### config.mk
export PLATFORM = sky130hd
export DESIGN_NAME = hfpa_fifo_ports
export DESIGN_NICKNAME = d
export VERILOG_FILES = /design/src/hfpa_pkg.sv /design/src/hfpa_fifo_ports.sv
export VERILOG_INCLUDE_DIRS = /design/src
export SDC_FILE = /design/constraint.sdc
export NUM_CORES = 2
export LEC_CHECK = 0
export BUFFER_PORTS_ARGS = -buffer_cell sky130_fd_sc_hd__buf_2
export CAP_MARGIN = 30
export CELL_PAD_IN_SITES_DETAIL_PLACEMENT = 0
export CELL_PAD_IN_SITES_GLOBAL_PLACEMENT = 1
export CORE_MARGIN = 2
export CORE_UTILIZATION = 50
export DETAILED_ROUTE_END_ITERATION = 8
export PLACE_DENSITY = 0.78
export SYNTH_ARGS = -nofsm -noshare
export SYNTH_HDL_FRONTEND = slang
export SYNTH_SLANG_ARGS = --single-unit
### constraint.sdc
create_clock -name clk_i -period 5.98 [get_ports clk_i]
set_input_delay 1.495 -clock clk_i [delete_from_list [all_inputs] [get_ports clk_i]]
set_output_delay 1.495 -clock clk_i [all_outputs]
set_load 0.01 [all_outputs]
### src/hfpa_defines.svh
// Address map, field positions and reset values of the host FIFO port block
// How it works
// - Writes to read-only registers are ignored; contents stay unchanged.
// - Reads of write-only registers always return zero.
// - Write-one-to-clear bits read back; writing one clears, zero leaves alone.
// - Read-to-clear bits are cleared by the host reading them.
// - Latching bits hold their latched state until the register is read.
// - Bits kept across soft reset keep their value when soft reset occurs.
// - Hard reset loads every internal register but queue storage with its default value; soft reset spares the keep field.
// - Four host queues: receive status, receive data, transmit status, transmit data.
// - Both receive queues are read-only; host writes to them do nothing.
// - Reading receive status pop port returns oldest entry and removes it.
// - Reading receive status peek port returns oldest entry, keeps it queued.
// - Receive data port reads of a non-empty queue return the oldest word; a DWORD read or a 16-bit high half removes it; an empty one reads zero.
// - Receive data port aliased over 8 DWORDs, or 16 in 16-bit mode.
// - Reading transmit status pop port returns oldest entry and removes it.
// - Reading transmit status peek port returns oldest entry, keeps it queued.
// - Transmit data port is write-only; reads never disturb its queue.
// - Transmit data port aliased over 8 DWORDs, or 16 in 16-bit mode.
`ifndef HFPA_DEFINES_SVH
`define HFPA_DEFINES_SVH

// DWORD indices (byte address bits 7:2)
`define HFPA_IDX_RXD 6'h00
`define HFPA_IDX_TXD 6'h10
`define HFPA_IDX_RXS_POP 6'h20
`define HFPA_IDX_RXS_PEEK 6'h21
`define HFPA_IDX_TXS_POP 6'h22
`define HFPA_IDX_TXS_PEEK 6'h23
`define HFPA_IDX_EVT 6'h24
`define HFPA_IDX_CTRL 6'h25
`define HFPA_IDX_CMD 6'h26
`define HFPA_IDX_LVL 6'h27
`define HFPA_ALIAS32 6'h08
`define HFPA_ALIAS16 6'h10

// Queue numbers
`define HFPA_Q_RXS 2'h0
`define HFPA_Q_RXD 2'h1
`define HFPA_Q_TXS 2'h2
`define HFPA_Q_TXD 2'h3

// Event register bits
`define HFPA_EVT_RXS_OVF 0
`define HFPA_EVT_RXD_OVF 1
`define HFPA_EVT_RXD_UND 2
`define HFPA_EVT_LINK_LL 3
`define HFPA_EVT_TXERR_LH 4

// Control register fields
`define HFPA_CTRL_TXEN 0
`define HFPA_CTRL_KEEP_LSB 8
`define HFPA_CTRL_KEEP_MSB 15

// Command register bits
`define HFPA_CMD_RX_FLUSH 0
`define HFPA_CMD_TX_FLUSH 1

`define HFPA_ZERO32 32'h0000_0000
`define HFPA_KEEP_RST 8'h00

`endif

### src/hfpa_pkg.sv
// Types shared by the host FIFO port block and its users
package hfpa_pkg;

  typedef struct packed {
    logic rd;
    logic wr;
    logic [7:0] addr;
    logic [31:0] wdata;
  } hfpa_hreq_t;

  typedef struct packed {
    logic push;
    logic [31:0] data;
  } hfpa_qwr_t;

  typedef enum {
    HFPA_P_NONE,
    HFPA_P_RXD,
    HFPA_P_TXD,
    HFPA_P_RXS_POP,
    HFPA_P_RXS_PEEK,
    HFPA_P_TXS_POP,
    HFPA_P_TXS_PEEK,
    HFPA_P_EVT,
    HFPA_P_CTRL,
    HFPA_P_CMD,
    HFPA_P_LVL
  } hfpa_port_t;

endpackage
### src/hfpa_fifo_ports.sv
// Host access to the four packet queues and the block's attribute registers
`timescale 1ns/1ps
`include "hfpa_defines.svh"

module hfpa_fifo_ports #(
  parameter int DEPTH = 16
) (
  input wire logic clk_i,
  input wire logic srst_i,
  input wire logic soft_rst_i,
  input wire logic mode16_i,
  input wire hfpa_pkg::hfpa_hreq_t hreq_i,
  output logic [31:0] rdata_o,
  output logic rvalid_o,
  input wire hfpa_pkg::hfpa_qwr_t rxs_in_i,
  input wire hfpa_pkg::hfpa_qwr_t rxd_in_i,
  input wire hfpa_pkg::hfpa_qwr_t txs_in_i,
  input wire logic txd_pop_i,
  output logic [31:0] txd_data_o,
  output logic txd_valid_o,
  input wire logic link_up_i,
  input wire logic tx_err_i,
  output logic tx_enable_o
);
  import hfpa_pkg::*;

  localparam int AW = $clog2(DEPTH);

  // Pointers wrap by overflow, so only a power-of-two depth works
  if (DEPTH < 2 || DEPTH > 64 || (1 << AW) != DEPTH) begin : g_depth_check
    $error("DEPTH must be a power of two from 2 to 64");
  end

  ////////////////////////////////////////////////////////////////////////////
  // Address decode

  function automatic hfpa_port_t port_of(input logic [7:0] a, input logic m16);
    logic [5:0] idx;
    logic [5:0] span;
    hfpa_port_t p;
    idx = a[7:2];
    span = m16 ? `HFPA_ALIAS16 : `HFPA_ALIAS32;
    p = HFPA_P_NONE;
    if (idx >= `HFPA_IDX_RXD && idx < `HFPA_IDX_RXD + span) begin
      p = HFPA_P_RXD;
    end else if (idx >= `HFPA_IDX_TXD && idx < `HFPA_IDX_TXD + span) begin
      p = HFPA_P_TXD;
    end else if (idx == `HFPA_IDX_RXS_POP) begin
      p = HFPA_P_RXS_POP;
    end else if (idx == `HFPA_IDX_RXS_PEEK) begin
      p = HFPA_P_RXS_PEEK;
    end else if (idx == `HFPA_IDX_TXS_POP) begin
      p = HFPA_P_TXS_POP;
    end else if (idx == `HFPA_IDX_TXS_PEEK) begin
      p = HFPA_P_TXS_PEEK;
    end else if (idx == `HFPA_IDX_EVT) begin
      p = HFPA_P_EVT;
    end else if (idx == `HFPA_IDX_CTRL) begin
      p = HFPA_P_CTRL;
    end else if (idx == `HFPA_IDX_CMD) begin
      p = HFPA_P_CMD;
    end else if (idx == `HFPA_IDX_LVL) begin
      p = HFPA_P_LVL;
    end
    return p;
  endfunction

  // True on a whole DWORD access, or on the high half in 16-bit mode
  function automatic logic last_half(input logic [7:0] a, input logic m16);
    return !m16 || a[1];
  endfunction

  hfpa_port_t port;
  logic rd_done;
  logic wr_done;
  logic [31:0] wword;
  logic [15:0] whold_r;
  logic [15:0] rhold_r;

  assign port = port_of(hreq_i.addr, mode16_i);
  // side effects only on the second halfword
  assign rd_done = hreq_i.rd && last_half(hreq_i.addr, mode16_i);
  assign wr_done = hreq_i.wr && last_half(hreq_i.addr, mode16_i);
  assign wword = mode16_i ? {hreq_i.wdata[15:0], whold_r} : hreq_i.wdata;

  // low halfword held until the high half arrives
  always_ff @(posedge clk_i) begin
    if (srst_i || soft_rst_i) begin
      whold_r <= 16'h0000;
    end else if (hreq_i.wr && mode16_i && !hreq_i.addr[1]) begin
      whold_r <= hreq_i.wdata[15:0];
    end
  end

  ////////////////////////////////////////////////////////////////////////////
  // Queues

  logic [31:0] mem_r [4][DEPTH];
  logic [AW-1:0] wp_r [4];
  logic [AW-1:0] rp_r [4];
  logic [AW:0] cnt_r [4];
  logic [3:0] push;
  logic [3:0] pop;
  logic [3:0] flush;
  logic [31:0] push_data [4];
  logic [31:0] head [4];
  logic [3:0] empty;
  logic [3:0] full;
  logic [31:0] ctrl_r;
  logic [7:0] keep_r;

  always_comb begin
    for (int q = 0; q < 4; q++) begin
      head[q] = mem_r[q][rp_r[q]];
      empty[q] = (cnt_r[q] == '0);
      // A full queue drops the push; for the two receive queues an overflow flag keeps the loss visible
      full[q] = (cnt_r[q] == (AW+1)'(DEPTH));
    end
  end

  always_comb begin
    push_data[`HFPA_Q_RXS] = rxs_in_i.data;
    push_data[`HFPA_Q_RXD] = rxd_in_i.data;
    push_data[`HFPA_Q_TXS] = txs_in_i.data;
    push_data[`HFPA_Q_TXD] = wword;
    // four queues fed from link side and host
    // receive queues written by the link only
    push[`HFPA_Q_RXS] = rxs_in_i.push && !full[`HFPA_Q_RXS];
    push[`HFPA_Q_RXD] = rxd_in_i.push && !full[`HFPA_Q_RXD];
    push[`HFPA_Q_TXS] = txs_in_i.push && !full[`HFPA_Q_TXS];
    // any alias write enters transmit data queue
    push[`HFPA_Q_TXD] = wr_done && port == HFPA_P_TXD && !full[`HFPA_Q_TXD];
    pop[`HFPA_Q_RXS] = rd_done && port == HFPA_P_RXS_POP && !empty[`HFPA_Q_RXS];
    pop[`HFPA_Q_RXD] = rd_done && port == HFPA_P_RXD && !empty[`HFPA_Q_RXD];
    pop[`HFPA_Q_TXS] = rd_done && port == HFPA_P_TXS_POP && !empty[`HFPA_Q_TXS];
    // only the link drains transmit data
    pop[`HFPA_Q_TXD] = txd_pop_i && ctrl_r[`HFPA_CTRL_TXEN] && !empty[`HFPA_Q_TXD];
    // A flush empties a queue at once; words the link has not taken are lost
    flush = 4'h0;
    if (wr_done && port == HFPA_P_CMD) begin
      flush[`HFPA_Q_RXS] = wword[`HFPA_CMD_RX_FLUSH];
      flush[`HFPA_Q_RXD] = wword[`HFPA_CMD_RX_FLUSH];
      flush[`HFPA_Q_TXD] = wword[`HFPA_CMD_TX_FLUSH];
    end
  end

  // Storage needs no reset; pointers decide what is valid
  always_ff @(posedge clk_i) begin
    for (int q = 0; q < 4; q++) begin
      if (push[q]) begin
        mem_r[q][wp_r[q]] <= push_data[q];
      end
    end
  end

  // pointers to defaults on any reset
  always_ff @(posedge clk_i) begin
    for (int q = 0; q < 4; q++) begin
      if (srst_i || soft_rst_i || flush[q]) begin
        wp_r[q] <= '0;
        rp_r[q] <= '0;
        cnt_r[q] <= '0;
      end else begin
        if (push[q]) begin
          wp_r[q] <= wp_r[q] + AW'(1);
        end
        if (pop[q]) begin
          rp_r[q] <= rp_r[q] + AW'(1);
        end
        if (push[q] && !pop[q]) begin
          cnt_r[q] <= cnt_r[q] + (AW+1)'(1);
        end else if (pop[q] && !push[q]) begin
          cnt_r[q] <= cnt_r[q] - (AW+1)'(1);
        end
      end
    end
  end

  always_ff @(posedge clk_i) begin
    if (srst_i || soft_rst_i) begin
      txd_data_o <= `HFPA_ZERO32;
      txd_valid_o <= 1'b0;
    end else begin
      txd_valid_o <= pop[`HFPA_Q_TXD];
      if (pop[`HFPA_Q_TXD]) begin
        txd_data_o <= head[`HFPA_Q_TXD];
      end
    end
  end

  ////////////////////////////////////////////////////////////////////////////
  // Attribute registers

  logic [4:0] evt_r;
  logic evt_rd;
  logic evt_wr;

  assign evt_rd = rd_done && port == HFPA_P_EVT;
  assign evt_wr = wr_done && port == HFPA_P_EVT;

  // Overflow flags: a new loss beats a clear in the same cycle
  always_ff @(posedge clk_i) begin
    if (srst_i || soft_rst_i) begin
      evt_r <= 5'h00;
    end else begin
      evt_r[`HFPA_EVT_RXS_OVF] <= (rxs_in_i.push && full[`HFPA_Q_RXS])
        || (evt_r[`HFPA_EVT_RXS_OVF] && !(evt_wr && wword[`HFPA_EVT_RXS_OVF]));
      evt_r[`HFPA_EVT_RXD_OVF] <= (rxd_in_i.push && full[`HFPA_Q_RXD])
        || (evt_r[`HFPA_EVT_RXD_OVF] && !(evt_wr && wword[`HFPA_EVT_RXD_OVF]));
      evt_r[`HFPA_EVT_RXD_UND] <= (rd_done && port == HFPA_P_RXD && empty[`HFPA_Q_RXD])
        || (evt_r[`HFPA_EVT_RXD_UND] && !evt_rd);
      // Latch low reads zero after reset until a read loads the link level
      // latch low released by read
      evt_r[`HFPA_EVT_LINK_LL] <= evt_rd ? link_up_i : (evt_r[`HFPA_EVT_LINK_LL] && link_up_i);
      evt_r[`HFPA_EVT_TXERR_LH] <= tx_err_i || (evt_r[`HFPA_EVT_TXERR_LH] && !evt_rd);
    end
  end

  // control to defaults on any reset
  always_ff @(posedge clk_i) begin
    if (srst_i || soft_rst_i) begin
      ctrl_r <= `HFPA_ZERO32;
    end else if (wr_done && port == HFPA_P_CTRL) begin
      ctrl_r <= wword;
    end
  end

  always_ff @(posedge clk_i) begin
    if (srst_i) begin
      keep_r <= `HFPA_KEEP_RST;
    end else if (wr_done && port == HFPA_P_CTRL) begin
      keep_r <= wword[`HFPA_CTRL_KEEP_MSB:`HFPA_CTRL_KEEP_LSB];
    end
  end

  always_ff @(posedge clk_i) begin
    if (srst_i || soft_rst_i) begin
      tx_enable_o <= 1'b0;
    end else begin
      tx_enable_o <= ctrl_r[`HFPA_CTRL_TXEN];
    end
  end

  ////////////////////////////////////////////////////////////////////////////
  // Read path

  logic [31:0] rword;

  always_comb begin
    rword = `HFPA_ZERO32;
    case (port)
      HFPA_P_RXD: rword = head[`HFPA_Q_RXD];
      // pop and peek see the same head
      HFPA_P_RXS_POP, HFPA_P_RXS_PEEK: rword = head[`HFPA_Q_RXS];
      // pop and peek see the same head
      HFPA_P_TXS_POP, HFPA_P_TXS_PEEK: rword = head[`HFPA_Q_TXS];
      HFPA_P_EVT: rword = {27'h0000000, evt_r};
      HFPA_P_CTRL: rword = {ctrl_r[31:16], keep_r, ctrl_r[7:0]};
      // Depth is capped at 64, so every count fits its byte
      // level word has no write path
      HFPA_P_LVL: rword = {8'(cnt_r[3]), 8'(cnt_r[2]), 8'(cnt_r[1]), 8'(cnt_r[0])};
      // command and transmit data read zero
      default: rword = `HFPA_ZERO32;
    endcase
    if (empty[`HFPA_Q_RXD] && port == HFPA_P_RXD) begin
      rword = `HFPA_ZERO32;
    end
  end

  // A lone high half replays stale hold data; the host must pair halves
  // High half served from the word captured at the low half
  always_ff @(posedge clk_i) begin
    if (srst_i || soft_rst_i) begin
      rhold_r <= 16'h0000;
      rdata_o <= `HFPA_ZERO32;
      rvalid_o <= 1'b0;
    end else begin
      rvalid_o <= hreq_i.rd;
      if (hreq_i.rd && mode16_i && !hreq_i.addr[1]) begin
        rhold_r <= rword[31:16];
        rdata_o <= {16'h0000, rword[15:0]};
      end else if (hreq_i.rd && mode16_i) begin
        rdata_o <= {16'h0000, rhold_r};
      end else if (hreq_i.rd) begin
        rdata_o <= rword;
      end
    end
  end

endmodule

==> results by group <==
Detailed routing
  • Per-cell routed wire length: 29.92 um
  • Detailed Routing Iterations Pass 1: 7
  • Routed wl met3: 16350 um
  • Vias per cell: 6.175
  • Total number of vias: 44140
  • Post-Route M1 WL: 81730 um
  • Final WL: 213900 um
  • Routed wl met2: 106000 um
  • Number of DRC markers in iteration 0: 5547
  • Highest routed layer: met5
  • Remaining antenna violation count: 0
  • DRC errors left: 0

Logic synthesis
  • Post-synth top cells: edfxtp_1, mux4_2, nand2_1
  • Ys Warns: 0
  • Mapped Cells: 4306
  • Syn avg cell area: 20.14 um^2
  • Ys flop type: edfxtp_1
  • Synth async-reset ratio: 0
  • Syn nets: 4484
  • EDFF count, synth: 2100
  • Post-Syn Area: 86730 um^2
  • Yosys reg bits: 2236
  • Dominant cell type by area after synthesis: edfxtp_1
  • Register area share after synthesis: 0.7585
  • Share of the synthesized area in the top cell type: 0.7271
  • Top-count cell post-synth: edfxtp_1
  • Synth unique cells: 74
  • Top cells by area, synth: edfxtp_1, mux4_2, dfxtp_1, a22oi_1, nand2_1

Die
  • Area of the die: 176800 um^2
  • Die W: 420.5 um
  • Site Rows: 152
  • Chip Height: 420.5 um
  • Core footprint: 171900 um^2
  • # IOs: 215
  • Starting density of the core: 0.5044

Power and ir drop
  • P_leak: 0.03096 uW
  • Peak supply drop: 0.0003101 V
  • Sw Ratio: 0.2139
  • Comb pwr share: 0.048
  • Total internal power: 25640 uW
  • Switching power: 6979 uW
  • Cell area power density: 330.7 nW/um^2
  • Sequential cell fraction of total power: 0.534
  • Clk pwr share: 0.418

Timing
  • Tmin final: 4235 ps
  • RSZ-0062 raised after global routing: false
  • Max Clock Skew: 56.89 ps
  • Measured slew at the worst slew-check pin: 1012 ps
  • Final Setup Violations: 0
  • Slew margin rel.: 0.3231
  • Period utilisation layout: 0.7082
  • Max Clk Rate: 236.1 MHz
  • Final Hold Viols: 0
  • Setup TNS: 0 ps
  • Slew Limit Fails: 0

Clock network
  • CTS hold repair buffers: 0
  • TritonCTS Sinks: 2236
  • Postcts setup bufs: 0
  • Cts bufs inserted: 217
  • CTS root buf: clkbuf_16
  • H-tree Lvls: 4
  • Cells resized by post-CTS repair: 0
  • Later-pin clock latency in the skew report: 870 ps
  • Clock tree buffer depth: 3
  • Reg clk slew, reported paths: 60 ps
  • CTS tree: built

Critical path
  • WP data required: 6590 ps
  • Worst R2R Start: rp_r[1][2]
  • Worst reg2reg path depth: 7
  • Worst EP arrival: 4840 ps
  • Slowest-stage cell, CP: nor3_2
  • WS Path Type: primary input to register
  • Worst Setup End Kind: register
  • Worst R2R Setup Slack: 2300 ps
  • Cell chain of the critical path: buf_2 -> buf_4 -> o21ba_2 -> o311ai_4 -> buf_4 -> or2_2 -> nor3_2 -> xor2_1 -> ha_1 -> or4_1 -> mux2i_1 -> mux2i_1
  • Crit path to: cnt_r[2][4]
  • Crit Path Max Fanout: 37
  • Critical path origin: mode16_i
  • Worst path max stage delay: 560 ps
  • Reg2Reg Capture Point: rhold_r[14]
  • CP startpoint kind: primary input

Global route
  • Gr ovfl total: 0
  • Largest net degree at the start of global routing: 130
  • Global router's overall resource usage: 0.2438
  • First-pass GRT wire length: 307600 um
  • Initial antenna violation count: 46
  • Number of global-route vias before repair: 43480

Placement
  • Hpwl dp: 129800 um
  • PortBufs: 213
  • Routability cong.: 0.8476
  • Placed Cells incl. Taps: 6724

Layout
  • Share of cells above drive strength 1: 0.2778
  • Fin nets: 4812
  • Post-layout util: 0.5738
  • Syn-to-layout area delta: 13.75%
  • Fin cells: 7148

Flow run
  • Max_cap viols: 0

Outcome
  • Outcome: completed

Hold path
  • Hold Crit Class: register to register
==> worst min-delay path by stage <==
stage,start,end,slack [ps],depth (start not counted)
floorplan,evt_r[3],evt_r[3],420,2
global placement,evt_r[3],evt_r[3],430,2
detailed placement,evt_r[3],evt_r[3],440,2
CTS,evt_r[3],evt_r[3],450,2
global route,txd_data_o[5],txd_data_o[5],470,2
finish,evt_r[3],evt_r[3],450,2
==> metal layers <==
| metal | up-vias | track usage |
|---|---|---|
| met5 | - | 0 |
| met4 | 24 | 0.1060 |
| met3 | 404 | 0.04278 |
| met2 | 1986 | 0.3957 |
| met1 | 23220 | 0.3269 |
| li1 | 18500 | - |
==> power by group through the flow <==
stage	Sequential, uW	Combinational, uW	Clock [uW]
2_1_floorplan	17700	950	0
6_report	17400	1580	13600
3_5_place_dp	17700	1580	0
4_1_cts	17400	1580	13800
5_1_grt	17400	1680	14400
3_3_place_gp	17700	1550	0
==> worst max-delay path: cells and delay by family <==
family / cells / cell delay, ps
simple gates: 3 / 1280
fa+ha+maj: 1 / 260
compound gates: 2 / 390
mux: 2 / 270
xor+xnor: 1 / 150
buf+inv: 3 / 980
==> sequential cells by signal, summed over array words and instances, names as in the netlist <==
signal / flops
mem_r: 2048
rdata_o: 32
txd_data_o: 32
ctrl_r: 24
cnt_r: 20
rhold_r: 16
rp_r: 16
whold_r: 16
wp_r: 16
keep_r: 8
evt_r: 5
rvalid_o: 1
tx_enable_o: 1
txd_valid_o: 1
==> layout make-up <==
cell class,instances,area (um^2)
fill,12510,73270
sequential,2236,65780
multi-input combinational,1773,20150
clock buffer,261,5708
tap,2310,2890
timing repair buffer,349,2379
clock inverter,148,1490
inverter,57,214.0
antenna,14,35.03
==> stage by stage <==
step           hold slack, ps  power [uW]  setup WS (ps)  cell area (um^2)
3_3_place_gp            432.0       19290          927.8             91270
5_1_grt                 469.1       33520           1545             98640
3_5_place_dp            438.9       19330          864.9             91390
6_report                445.2       32620           1745             98650
2_1_floorplan           420.0       18650          739.3             86750
4_1_cts                 447.9       32810           1788             98590
==> cell families (layout without fill, tap and decap cells) <==
logic type | count (synthesis) | count (layout) | synth area share
flip-flops | 2236 | 2236 | 0.7585
multiplexers | 640 | 640 | 0.1510
AND/OR/NAND/NOR | 632 | 632 | 0.03439
AO/OA/AOI/OAI | 452 | 452 | 0.03548
buffers and inverters | 297 | 815 | 0.01434
adder cells (fa/ha/maj) | 30 | 30 | 0.004328
XOR/XNOR | 19 | 19 | 0.001919
other | 0 | 14 | 0
==> cells in the final DEF (no fill, tap or decap), types with 14 or more instances in the layout <==
| cell | n |
|---|---|
| mux2i_1 | 70 |
| a21oi_1 | 120 |
| nor2_4 | 37 |
| clkbuf_16 | 219 |
| edfxtp_1 | 2100 |
| nand3_1 | 50 |
| nand2_1 | 204 |
| buf_12 | 16 |
| buf_2 | 213 |
| dfxtp_1 | 136 |
| nor3_1 | 53 |
| nor4_1 | 49 |
| a31oi_1 | 18 |
| o21ai_0 | 36 |
| o22ai_1 | 26 |
| a22o_1 | 34 |
| mux2_2 | 39 |
| diode_2 | 14 |
| nand2b_1 | 15 |
| inv_1 | 56 |
| clkinv_2 | 42 |
| mux4_2 | 531 |
| buf_4 | 114 |
| ha_1 | 30 |
| clkbuf_1 | 35 |
| nor2_1 | 123 |
| bufinv_16 | 21 |
| a22oi_1 | 147 |
| clkinv_1 | 57 |
No activity file was read; power rests on OpenSTA's default activity.
